--- src/rtl/ptp_defs.svh ---
// register offsets, field positions, reset values and timing for the block
`ifndef PTP_DEFS_SVH
`define PTP_DEFS_SVH
`define PTP_ADDR_HT_LOW 8'h8a
`define PTP_ADDR_HT_UPPER 8'h8b
`define PTP_ADDR_PROX_PERSISTENCE 8'h8c
`define PTP_ADDR_GENERAL_CONFIG_ZERO 8'h8d
`define PTP_ADDR_PROX_GAIN_PULSE_CONFIG 8'h8e
`define PTP_RST_HT_LOW 8'h00
`define PTP_RST_HT_UPPER 8'h00
`define PTP_RST_PROX_PERSISTENCE 8'h00
`define PTP_RST_GENERAL_CONFIG_ZERO 8'h40
`define PTP_RST_PROX_GAIN_PULSE_CONFIG 8'h8f
`define PTP_UPPER_MSB 5
`define PTP_PROX_PERSISTENCE_MSB 3
`define PTP_WLONG_BIT 3
`define PTP_GAIN_MSB 7
`define PTP_GAIN_LSB 6
`define PTP_PULSE_MSB 5
`define PTP_WLONG_FACTOR 4'hc
`define PTP_APC_RES_MSB 9
`define PTP_APC_RES_LSB 2
`endif

--- src/rtl/ptp_pkg.sv ---
// types shared by the threshold and persistence block
package ptp_pkg;
	typedef enum logic [2:0] {
		PTP_IDLE = 3'b001,
		PTP_FIRE = 3'b010,
		PTP_WAIT = 3'b100
	} ptp_pulse_state_e;
	typedef logic [13:0] ptp_thresh_t;
endpackage

--- src/rtl/ptp_pulse_ctl.sv ---
// emitter pulse sequencer for one proximity cycle
`timescale 1ns/1ps
`include "ptp_defs.svh"
module ptp_pulse_ctl
	import ptp_pkg::*;
#(
	parameter int CNT_W = 7
) (
	input wire logic clk,
	input wire logic rstn,
	input wire logic cycle_start,
	input wire logic pulse_done,
	input wire logic near_sat,
	input wire logic apc_off,
	input wire logic [CNT_W-1:0] pulse_limit,
	output logic pulse_fire_ff,
	output logic busy_ff,
	output logic cycle_done_ff,
	output logic [CNT_W-1:0] pulses_sent_ff
);
	ptp_pulse_state_e state_ff;
	ptp_pulse_state_e nxt_state;
	logic [CNT_W-1:0] nxt_sent;
	logic stop;

	assign nxt_sent = pulses_sent_ff + {{(CNT_W-1){1'b0}}, 1'b1};
	// stop at limit, or early on near saturation only under auto control
	assign stop = (nxt_sent >= pulse_limit) || (!apc_off && near_sat);

	always_comb begin
		nxt_state = state_ff;
		case (state_ff)
			PTP_IDLE: begin
				if (cycle_start) begin
					nxt_state = PTP_FIRE;
				end
			end
			PTP_FIRE: begin
				nxt_state = PTP_WAIT;
			end
			PTP_WAIT: begin
				if (pulse_done) begin
					nxt_state = stop ? PTP_IDLE : PTP_FIRE;
				end
			end
			default: begin
				nxt_state = PTP_IDLE;
			end
		endcase
	end

	always_ff @(posedge clk) begin
		if (!rstn) begin
			state_ff <= PTP_IDLE;
		end else begin
			state_ff <= nxt_state;
		end
	end

	always_ff @(posedge clk) begin
		if (!rstn) begin
			pulses_sent_ff <= '0;
		end else if (state_ff == PTP_IDLE && cycle_start) begin
			pulses_sent_ff <= '0;
		end else if (state_ff == PTP_WAIT && pulse_done) begin
			pulses_sent_ff <= nxt_sent;
		end
	end

	always_ff @(posedge clk) begin
		if (!rstn) begin
			pulse_fire_ff <= 1'b0;
			busy_ff <= 1'b0;
			cycle_done_ff <= 1'b0;
		end else begin
			pulse_fire_ff <= (nxt_state == PTP_FIRE);
			busy_ff <= (nxt_state != PTP_IDLE);
			cycle_done_ff <= (state_ff == PTP_WAIT) && pulse_done && stop;
		end
	end
endmodule

--- src/rtl/ptp_top.sv ---
// proximity threshold, persistence and pulse configuration block
// Overview of operation
// - high threshold is upper six bits above the low byte, fourteen bits.
// - high breach when result exceeds high threshold and persistence met.
// - low byte held in shadow, both parts loaded on upper write.
// - auto pulse off: 10-bit result, upper 8 bits vs low byte.
// - persistence 0 every cycle, 1 any outside, N after N consecutive.
// - count consecutive out-of-window results, interrupt when count equals setting.
// - a result inside the window clears the consecutive counter.
// - wait-long bit multiplies the proximity wait period by twelve.
// - gain field 7:6 selects 1x, 2x, 4x, 8x; resets to 4x.
// - pulse field 5:0 gives field plus one pulses; resets to 16 pulses.
// - auto pulse control adds pulses until limit or near saturation.
// - auto pulse control off sends exactly the programmed pulse count.
// - low breach when result below low threshold and persistence met.
// - above-high flag sets with interrupt on high side, clears with it.
// - wait period and its multiplier apply only with wait enabled.
`timescale 1ns/1ps
`include "ptp_defs.svh"
module ptp_top
	import ptp_pkg::*;
#(
	parameter int RES_W = 14
) (
	input wire logic clk,
	input wire logic rstn,
	input wire logic [7:0] reg_addr,
	input wire logic [7:0] reg_wdata,
	input wire logic reg_wr,
	input wire logic reg_rd,
	output logic [7:0] reg_rdata_ff,
	input wire logic [RES_W-1:0] prox_result,
	input wire logic result_valid,
	input wire logic [RES_W-1:0] low_thresh,
	input wire logic auto_pulse_control_off,
	input wire logic wait_enable,
	input wire logic [7:0] prox_wait_time,
	input wire logic irq_clear,
	input wire logic cycle_start,
	input wire logic pulse_done,
	input wire logic near_sat,
	output logic prox_irq_flag_ff,
	output logic above_high_flag_ff,
	output logic below_low_flag_ff,
	output logic [RES_W-1:0] high_thresh_ff,
	output logic [3:0] rx_gain_mult_ff,
	output logic [11:0] wait_units_ff,
	output logic [6:0] pulse_limit_ff,
	output logic pulse_fire_ff,
	output logic pulse_busy_ff,
	output logic cycle_done_ff,
	output logic [6:0] pulses_sent_ff
);
	logic [7:0] ht_shadow_ff;
	logic [7:0] ht_upper_ff;
	logic [7:0] prox_persistence_ff;
	logic [7:0] general_config_zero_ff;
	logic [7:0] prox_gain_pulse_config_ff;
	logic [RES_W-1:0] snap_res_ff;
	logic [RES_W-1:0] snap_hi_ff;
	logic [RES_W-1:0] snap_lo_ff;
	logic snap_apc_off_ff;
	logic eval_ff;
	logic [3:0] prox_persistence_cnt_ff;
	logic [3:0] nxt_prox_persistence_cnt;
	logic [7:0] cmp_res8;
	logic is_high;
	logic is_low;
	logic outside;
	logic fire;
	logic wr_hit_low;
	logic wr_hit_upper;
	logic [3:0] prox_persistence_set;

	assign wr_hit_low = reg_wr && (reg_addr == `PTP_ADDR_HT_LOW);
	assign wr_hit_upper = reg_wr && (reg_addr == `PTP_ADDR_HT_UPPER);
	assign prox_persistence_set = prox_persistence_ff[`PTP_PROX_PERSISTENCE_MSB:0];

	// low byte waits in shadow until the upper part arrives
	always_ff @(posedge clk) begin
		if (!rstn) begin
			ht_shadow_ff <= `PTP_RST_HT_LOW;
		end else if (wr_hit_low) begin
			ht_shadow_ff <= reg_wdata;
		end
	end

	// both parts latched together on the upper write
	always_ff @(posedge clk) begin
		if (!rstn) begin
			ht_upper_ff <= `PTP_RST_HT_UPPER;
			high_thresh_ff <= '0;
		end else if (wr_hit_upper) begin
			ht_upper_ff <= reg_wdata;
			high_thresh_ff <= {reg_wdata[`PTP_UPPER_MSB:0],
				ht_shadow_ff};
		end
	end

	// remaining configuration registers, reserved bits stored as written
	always_ff @(posedge clk) begin
		if (!rstn) begin
			prox_persistence_ff <= `PTP_RST_PROX_PERSISTENCE;
			general_config_zero_ff <= `PTP_RST_GENERAL_CONFIG_ZERO;
			prox_gain_pulse_config_ff <= `PTP_RST_PROX_GAIN_PULSE_CONFIG;
		end else if (reg_wr) begin
			case (reg_addr)
				`PTP_ADDR_PROX_PERSISTENCE: begin
					prox_persistence_ff <= reg_wdata;
				end
				`PTP_ADDR_GENERAL_CONFIG_ZERO: begin
					general_config_zero_ff <= reg_wdata;
				end
				`PTP_ADDR_PROX_GAIN_PULSE_CONFIG: begin
					prox_gain_pulse_config_ff <= reg_wdata;
				end
				default: begin
				end
			endcase
		end
	end

	// read port, unmapped addresses read zero
	always_ff @(posedge clk) begin
		if (!rstn) begin
			reg_rdata_ff <= 8'h00;
		end else if (reg_rd) begin
			case (reg_addr)
				`PTP_ADDR_HT_LOW: begin
					reg_rdata_ff <= ht_shadow_ff;
				end
				`PTP_ADDR_HT_UPPER: begin
					reg_rdata_ff <= ht_upper_ff;
				end
				`PTP_ADDR_PROX_PERSISTENCE: begin
					reg_rdata_ff <= prox_persistence_ff;
				end
				`PTP_ADDR_GENERAL_CONFIG_ZERO: begin
					reg_rdata_ff <= general_config_zero_ff;
				end
				`PTP_ADDR_PROX_GAIN_PULSE_CONFIG: begin
					reg_rdata_ff <= prox_gain_pulse_config_ff;
				end
				default: begin
					reg_rdata_ff <= 8'h00;
				end
			endcase
		end
	end

	// snapshot of result and thresholds at the start of compare
	always_ff @(posedge clk) begin
		if (!rstn) begin
			snap_res_ff <= '0;
			snap_hi_ff <= '0;
			snap_lo_ff <= '0;
			snap_apc_off_ff <= 1'b0;
			eval_ff <= 1'b0;
		end else begin
			eval_ff <= result_valid;
			if (result_valid) begin
				snap_res_ff <= prox_result;
				snap_hi_ff <= high_thresh_ff;
				snap_lo_ff <= low_thresh;
				snap_apc_off_ff <= auto_pulse_control_off;
			end
		end
	end

	assign cmp_res8 = snap_res_ff[`PTP_APC_RES_MSB:`PTP_APC_RES_LSB];

	// window compare, 8-bit on upper result bits without auto control
	always_comb begin
		if (snap_apc_off_ff) begin
			is_high = cmp_res8 > snap_hi_ff[7:0];
			is_low = cmp_res8 < snap_lo_ff[7:0];
		end else begin
			is_high = snap_res_ff > snap_hi_ff;
			is_low = snap_res_ff < snap_lo_ff;
		end
	end

	assign outside = is_high || is_low;
	// counter saturates at fifteen, cleared inside the window
	assign nxt_prox_persistence_cnt = !outside ? 4'h0 :
		(prox_persistence_cnt_ff == 4'hf) ? 4'hf : prox_persistence_cnt_ff + 4'h1;
	// setting one fires on every outside result
	assign fire = eval_ff && ((prox_persistence_set == 4'h0) ||
		(outside && prox_persistence_set == 4'h1) ||
		(outside && nxt_prox_persistence_cnt == prox_persistence_set));

	always_ff @(posedge clk) begin
		if (!rstn) begin
			prox_persistence_cnt_ff <= 4'h0;
		end else if (eval_ff) begin
			prox_persistence_cnt_ff <= nxt_prox_persistence_cnt;
		end
	end

	// sticky flags, a new event wins over a clear in the same cycle
	always_ff @(posedge clk) begin
		if (!rstn) begin
			prox_irq_flag_ff <= 1'b0;
			above_high_flag_ff <= 1'b0;
			below_low_flag_ff <= 1'b0;
		end else if (fire) begin
			prox_irq_flag_ff <= 1'b1;
			above_high_flag_ff <= above_high_flag_ff || is_high;
			below_low_flag_ff <= below_low_flag_ff || is_low;
		end else if (irq_clear) begin
			prox_irq_flag_ff <= 1'b0;
			above_high_flag_ff <= 1'b0;
			below_low_flag_ff <= 1'b0;
		end
	end

	// gain decode, wait scaling and pulse limit
	always_ff @(posedge clk) begin
		if (!rstn) begin
			rx_gain_mult_ff <= 4'h4;
			wait_units_ff <= 12'h000;
			pulse_limit_ff <= 7'h10;
		end else begin
			rx_gain_mult_ff <= 4'h1 <<
				prox_gain_pulse_config_ff[`PTP_GAIN_MSB:`PTP_GAIN_LSB];
			if (!wait_enable) begin
				wait_units_ff <= 12'h000;
			end else if (general_config_zero_ff[`PTP_WLONG_BIT]) begin
				wait_units_ff <= 12'({4'h0, prox_wait_time} *
					{8'h00, `PTP_WLONG_FACTOR});
			end else begin
				wait_units_ff <= {4'h0, prox_wait_time};
			end
			pulse_limit_ff <= {1'b0, prox_gain_pulse_config_ff[`PTP_PULSE_MSB:0]} +
				7'h01;
		end
	end

	ptp_pulse_ctl #(
		.CNT_W(7)
	) u_pulse (
		.clk(clk),
		.rstn(rstn),
		.cycle_start(cycle_start),
		.pulse_done(pulse_done),
		.near_sat(near_sat),
		.apc_off(auto_pulse_control_off),
		.pulse_limit(pulse_limit_ff),
		.pulse_fire_ff(pulse_fire_ff),
		.busy_ff(pulse_busy_ff),
		.cycle_done_ff(cycle_done_ff),
		.pulses_sent_ff(pulses_sent_ff)
	);
endmodule

--- config.mk ---
export PLATFORM = sky130hd
export DESIGN_NAME = ptp_top
export DESIGN_NICKNAME = d
export VERILOG_FILES = /design/src/rtl/ptp_pkg.sv /design/src/rtl/ptp_pulse_ctl.sv /design/src/rtl/ptp_top.sv
export VERILOG_INCLUDE_DIRS = /design/src /design/src/rtl
export SDC_FILE = /design/constraint.sdc
export NUM_CORES = 1
export LEC_CHECK = 0
export BUFFER_PORTS_ARGS = -buffer_cell sky130_fd_sc_hd__buf_2
export CAP_MARGIN = 0
export CORE_ASPECT_RATIO = 1.1
export CORE_MARGIN = 2
export CORE_UTILIZATION = 35
export DETAILED_ROUTE_END_ITERATION = 6
export PLACE_DENSITY = 0.56
export SYNTH_ARGS = -nofsm -noshare
export SYNTH_HDL_FRONTEND = slang
export SYNTH_HIERARCHICAL = 1
export SYNTH_SLANG_ARGS = --single-unit
--- constraint.sdc ---
create_clock -name clk -period 5.9 [get_ports clk]
set_input_delay 0.885 -clock clk [delete_from_list [all_inputs] [get_ports clk]]
set_output_delay 0.885 -clock clk [all_outputs]
set_load 0.01 [all_outputs]
# Yosys cells after proc, flatten, opt, wreduce, memory -nomap -nowiden
# Cells that the tools add are included.
# totals
ff_bits,149
in_bits,63
# op_classes
n_reduce_logical,25
shifts,1
n_bitwise,2
n_eq_ne,13
mux,14
mul,1
magnitude_cmp,5
add_sub_neg,3
# op_table
cell,n
8-bit equality test (second input constant),5
8-bit one-hot mux with 5 select lines,1
14-bit greater-than comparator,1
14-bit < comparator,1
8-bit by 2-bit multiplier with 10-bit output (second input constant),1
1-bit logical AND,9
3-bit one-hot mux with 3 select lines,1
8-bit greater-than comparator,1
8-bit < comparator,1
4-bit two-way mux,2
8-bit two-way mux,1
2-bit AND reduction,4
6-bit by 1-bit adder with 7-bit output (second input constant),1
7-bit by 1-bit adder with 7-bit output (second input constant),1
7-bit greater-or-equal comparator,1
3-bit by 2-bit equality test with 1-bit output (second input constant),2
1-bit logical OR,6
1-bit two-way mux,6
3-bit two-way mux,2
4-bit by 1-bit adder with 4-bit output (second input constant),1
4-bit by 1-bit equality test with 1-bit output (second input constant),1
4-bit equality test,1
4-bit equality test (second input constant),1
4-bit logical NOT,1
other kinds (11),12

# Depth between registers and ports, before layout
# logic_depth
word_depth,9
mapped_depth,10

# Cells and area by module
# The synthesis kept the hierarchy.
# by_module_without_submodules
mod,seq_area_each_um2,instances,area_each_um2,cells_per_inst
ptp_top,2602.5,1,6471.2,714
ptp_pulse_ctl,260.2,1,768.2,89

# Worst setup path after synthesis
# OpenSTA, ideal clock, no wires.
# synth_timing
path_type,register to register
from,register snap_hi_ff[12]
to,register above_high_flag_ff
path_stages_with_launch,11
arrival_ps,2165
synth_period_minus_slack_ps,2294
n_path_buf,1
required_ps,5771
slack_ps,3606
cell_sequence,dfxtp_1 > inv_1 > ha_1 > a21oi_1 > nand2_1 > a221oi_2 > a221oi_1 > or4_1 > buf_2 > a311oi_2 > o22ai_1
# synth_between
elab_chain_cells,9
# synth_rtl
element,line,source
start: declaration,ptp_top.sv:60,logic [RES_W-1:0] snap_hi_ff;
start signal: assignment,ptp_top.sv:163,snap_hi_ff <= high_thresh_ff;
14-bit greater-than comparator *,ptp_top.sv:178,is_high = snap_res_ff > snap_hi_ff;
1-bit two-way mux *,ptp_top.sv:174,if (snap_apc_off_ff) begin
1-bit logical OR,ptp_top.sv:183,assign outside = is_high || is_low;
4-bit two-way mux,ptp_top.sv:185,assign nxt_prox_persistence_cnt = !outside ? 4'h0 :
4-bit equality test,ptp_top.sv:190,(outside && nxt_prox_persistence_cnt == prox_persistence_set));
1-bit logical AND,ptp_top.sv:190,
1-bit logical OR,ptp_top.sv:189,(outside && prox_persistence_set == 4'h1) ||
1-bit logical AND,ptp_top.sv:188,assign fire = eval_ff && ((prox_persistence_set == 4'h0) ||
1-bit two-way mux or 2-bit nonzero test (tied branches),--,
end signal: assignment,ptp_top.sv:208,above_high_flag_ff <= above_high_flag_ff || is_high;
end: declaration,ptp_top.sv:43,"output logic above_high_flag_ff,"
# Mark *: on every way between the ends. The rest lies on a longest branch, timed or not.
# A chain may end at the register's enable or synchronous reset.

# Worst setup path after layout
# layout_timing
from,register snap_res_ff[12]
to,register below_low_flag_ff
# layout_between
elab_chain_cells,9
# layout_rtl
element,line,source
start: declaration,ptp_top.sv:59,logic [RES_W-1:0] snap_res_ff;
start signal: assignment,ptp_top.sv:162,snap_res_ff <= prox_result;
14-bit greater-than comparator or 14-bit < comparator (tied branches),"ptp_top.sv:178, ptp_top.sv:179",
1-bit two-way mux,ptp_top.sv:174,
1-bit logical OR,ptp_top.sv:183,
4-bit two-way mux,ptp_top.sv:185,
4-bit equality test,ptp_top.sv:190,
1-bit logical AND,ptp_top.sv:190,
1-bit logical OR,ptp_top.sv:189,
1-bit logical AND,ptp_top.sv:188,
1-bit two-way mux or 2-bit nonzero test (tied branches),--,
end signal: assignment,ptp_top.sv:209,below_low_flag_ff <= below_low_flag_ff || is_low;
end: declaration,ptp_top.sv:44,"output logic below_low_flag_ff,"
# Several ways; a longest one is shown, not always the timed one.

==> results.toml <==
[timing]
setup-tns-final_ns = 0
post-route-period-util = 0.441
whs_ns = 0.454
layout_min_cycle_time_ns = 2.60
setup_viol = 0
skew_ns = 0.00807
finalMaxSlewViolations = 0
layout_setup_ws_ns = 3.30
rsz0062_at_grt = "false"
hold_violations = 0
tightest_slew_ns = 0.945
clock.fmax_ghz = 0.384
worst_slew_margin_rel = 0.367

[floorplanning]
num_rows = 55
fp.dieW_um = 141
io_pins = 121
core_area_um2 = 20400
dieArea_um2 = 21900
die_y_um = 155
initial_core_util = 0.354

[synth]
syn_nets = 928
ys.warnings.count = 6
synth-async-reset-ratio = 0
ys_ff_latch = 143
synthFlopType = "dfxtp_1"
synth_edf_count = 0
syn_area_per_cell_um2 = 9.02
ys_types = 54
syn_area_um2 = 7240
syn_inst = 803
yosysSeqAreaShare = 0.395

[worst_setup_path]
worstSetupEndpointType = "register"
r2r-start = "snap_res_ff[12]$_SDFFE_PN0P_"
cp.arrival_ns = 2.89
crit_fanout = 6
crit_type = "reg -> reg"
critical_path_required_ns = 6.19
setup.worst_path.start_class = "register"
startpoint = "snap_res_ff[12]$_SDFFE_PN0P_"

[drt]
antenna_left = 0
via_per_inst = 4.87
drt_first_pass_iters = 4
wl_per_cell_um = 14.9
routed-via-count = 5727
wl_um = 17400
drt_iter0_drc = 261
drc_errors = 0

[power]
peakVddDrop_v = 0.000208
power_leakage_nw = 3.71
power_density_nw_per_um2 = 272

[global_route]
grt_antenna_before_repair = 0
top_usage_layer = "met2"
met3_usage = 0.0359
grtUsageMet1 = 0.213
grtUsageMet2 = 0.268
grt_pass1_wl_um = 28300
track_usage = 0.162
grt_overflow = 0
grt_max_degree = 45
grt_pass1_vias = 5459

[clocking]
cts.clk_slew.worst_paths_ns = 0.06
cts_sinks = 143
hold_buffers = 0
post_cts_buffers = 0
ctsResizeCount = 0
cts_tree = "built"
cts_root_buffer = "clkbuf_16"
numCtsBuffers = 17
insertion_delay_ns = 0.42
clockBufferDepth = 2
h-tree-depth = 4

[cells_and_area]
antenna_cells = 0
postLayoutCellArea_um2 = 8620
synthToLayoutAreaGrowth_pct = 19.1
drive_above_1_share = 0.180
final_nets = 1031
final_util = 0.422

[place]
gp_congestion = 0.783
pre_cts_ws_ns = 2.95
numPortBuffers = 120
hpwl_um = 12800
dpl-instance-area_um2 = 8010

[run]
max_cap_viol_count = 0

[hold_path]
hold_path_class = "reg -> reg"
min_from = "prox_irq_flag_ff$_SDFFE_PN0P_"

[run_status]
status = "complete, no violations"
==> worst max-delay path, cell delays in order (launching register included) <==
cell and delay (ns):
dfxtp_1 0.42, ha_1 0.30, a21oi_1 0.17, nand2_1 0.08
a221oi_2 0.27, a221oi_1 0.12, or4_1 0.64, a31oi_1 0.36
o22ai_1 0.11
==> per-layer routing <==
layer  routed length (µm)  share of wire
met4                  165         0.0095
met3                  718          0.041
met5                    0              0
met2                 8110           0.46
met1                 8450           0.48
==> stage by stage <==
| step | power (mW) | instances |
|---|---|---|
| after global placement | 1.26 | 1143 |
| final | 2.35 | 1175 |
| after CTS | 2.38 | 1175 |
| after global routing | 2.45 | 1175 |
| after detailed placement | 1.26 | 1143 |
| after floorplan | 1.18 | 803 |
==> final cells by class <==
| class | count | area, µm² |
|---|---|---|
| Inverter | 52 | 195 |
| Clock inverter | 9 | 105 |
| Fill cell | 2047 | 11800 |
| Tap cell | 256 | 320 |
| Timing Repair Buffer | 123 | 623 |
| Sequential cell | 143 | 2860 |
| Multi-Input combinational cell | 569 | 4010 |
| Clock buffer | 23 | 508 |
==> cells in the final DEF (no fill, tap or decap), types with 9 or more instances in the layout <==
cell type,synthesis,routed
a21boi_0,36,36
a21oi_1,30,30
a221oi_1,10,10
buf_2,4,120
clkbuf_16,0,17
dfxtp_1,143,143
ha_1,61,61
inv_1,52,52
mux2i_1,68,68
nand2_1,102,102
nand3_1,30,30
nand4_1,9,9
nor2_1,24,24
nor2b_1,57,57
nor3_1,10,10
o21ai_0,33,33
xnor2_1,14,14
xor2_1,9,9
==> cell usage after synthesis (all sizes together), types with 2 or more instances <==
| cell type | number | share of area |
|---|---|---|
| mux2i | 68 | 0.094 |
| xor2 | 9 | 0.011 |
| clkbuf | 25 | 0.013 |
| o211ai | 3 | 0.0031 |
| a21o | 6 | 0.0062 |
| a21boi | 38 | 0.039 |
| a21oi | 30 | 0.021 |
| or3 | 3 | 0.0026 |
| a31oi | 2 | 0.0017 |
| o32ai | 2 | 0.0024 |
| xnor2 | 14 | 0.017 |
| nand2b | 8 | 0.0069 |
| buf | 14 | 0.011 |
| nand3 | 30 | 0.021 |
| nand3b | 2 | 0.0038 |
| nand2 | 102 | 0.053 |
| dfxtp | 143 | 0.40 |
| and2 | 8 | 0.0069 |
| ha | 61 | 0.11 |
| inv | 52 | 0.027 |
| and3 | 4 | 0.0035 |
| o22ai | 4 | 0.0035 |
| o21ai | 35 | 0.024 |
| nor2 | 25 | 0.013 |
| nor3 | 11 | 0.0083 |
| a211oi | 4 | 0.0041 |
| a221oi | 11 | 0.014 |
| nor2b | 58 | 0.051 |
| nand4 | 9 | 0.0078 |
| o21bai | 2 | 0.0021 |
| nor3b | 6 | 0.0076 |
| a2111oi | 2 | 0.0024 |
==> registers in the layout (all words and copies together) (netlist names), 8 cells and up <==
name	cells
general_config_zero_ff	8
high_thresh_ff	13
ht_shadow_ff	8
prox_gain_pulse_config_ff	8
prox_persistence_ff	8
reg_rdata_ff	8
snap_hi_ff	14
snap_lo_ff	14
snap_res_ff	14
wait_units_ff	12
==> power breakdown <==
group / switching, mW / internal, mW
sequential: 0.0212 / 0.989
combinational: 0.122 / 0.106
clock: 0.420 / 0.689
total: 0.564 / 1.78
==> cells by family (layout without fill, tap and decap cells) <==
group / after synthesis / count (layout) / synth area share
AOI/OAI and AO/OA: 146 / 146 / 0.133
xor gates and xnor gates: 23 / 23 / 0.0278
adders and majority gates: 62 / 62 / 0.108
buffers and inverters: 91 / 207 / 0.0510
DFF: 143 / 143 / 0.395
muxes: 68 / 68 / 0.0940
and+or+nand+nor: 270 / 270 / 0.190
==> final timing paths <==
check	slack, ns	cells after the start	endpoint
worst max-delay path	3.30	8	below_low_flag_ff$_SDFFE_PN0P_
worst min-delay path	0.45	2	prox_irq_flag_ff$_SDFFE_PN0P_
worst max register to register	3.30	8	below_low_flag_ff$_SDFFE_PN0P_
worst min register to register	0.45	2	prox_irq_flag_ff$_SDFFE_PN0P_
Note: power is estimated with default switching activity, not from simulation.
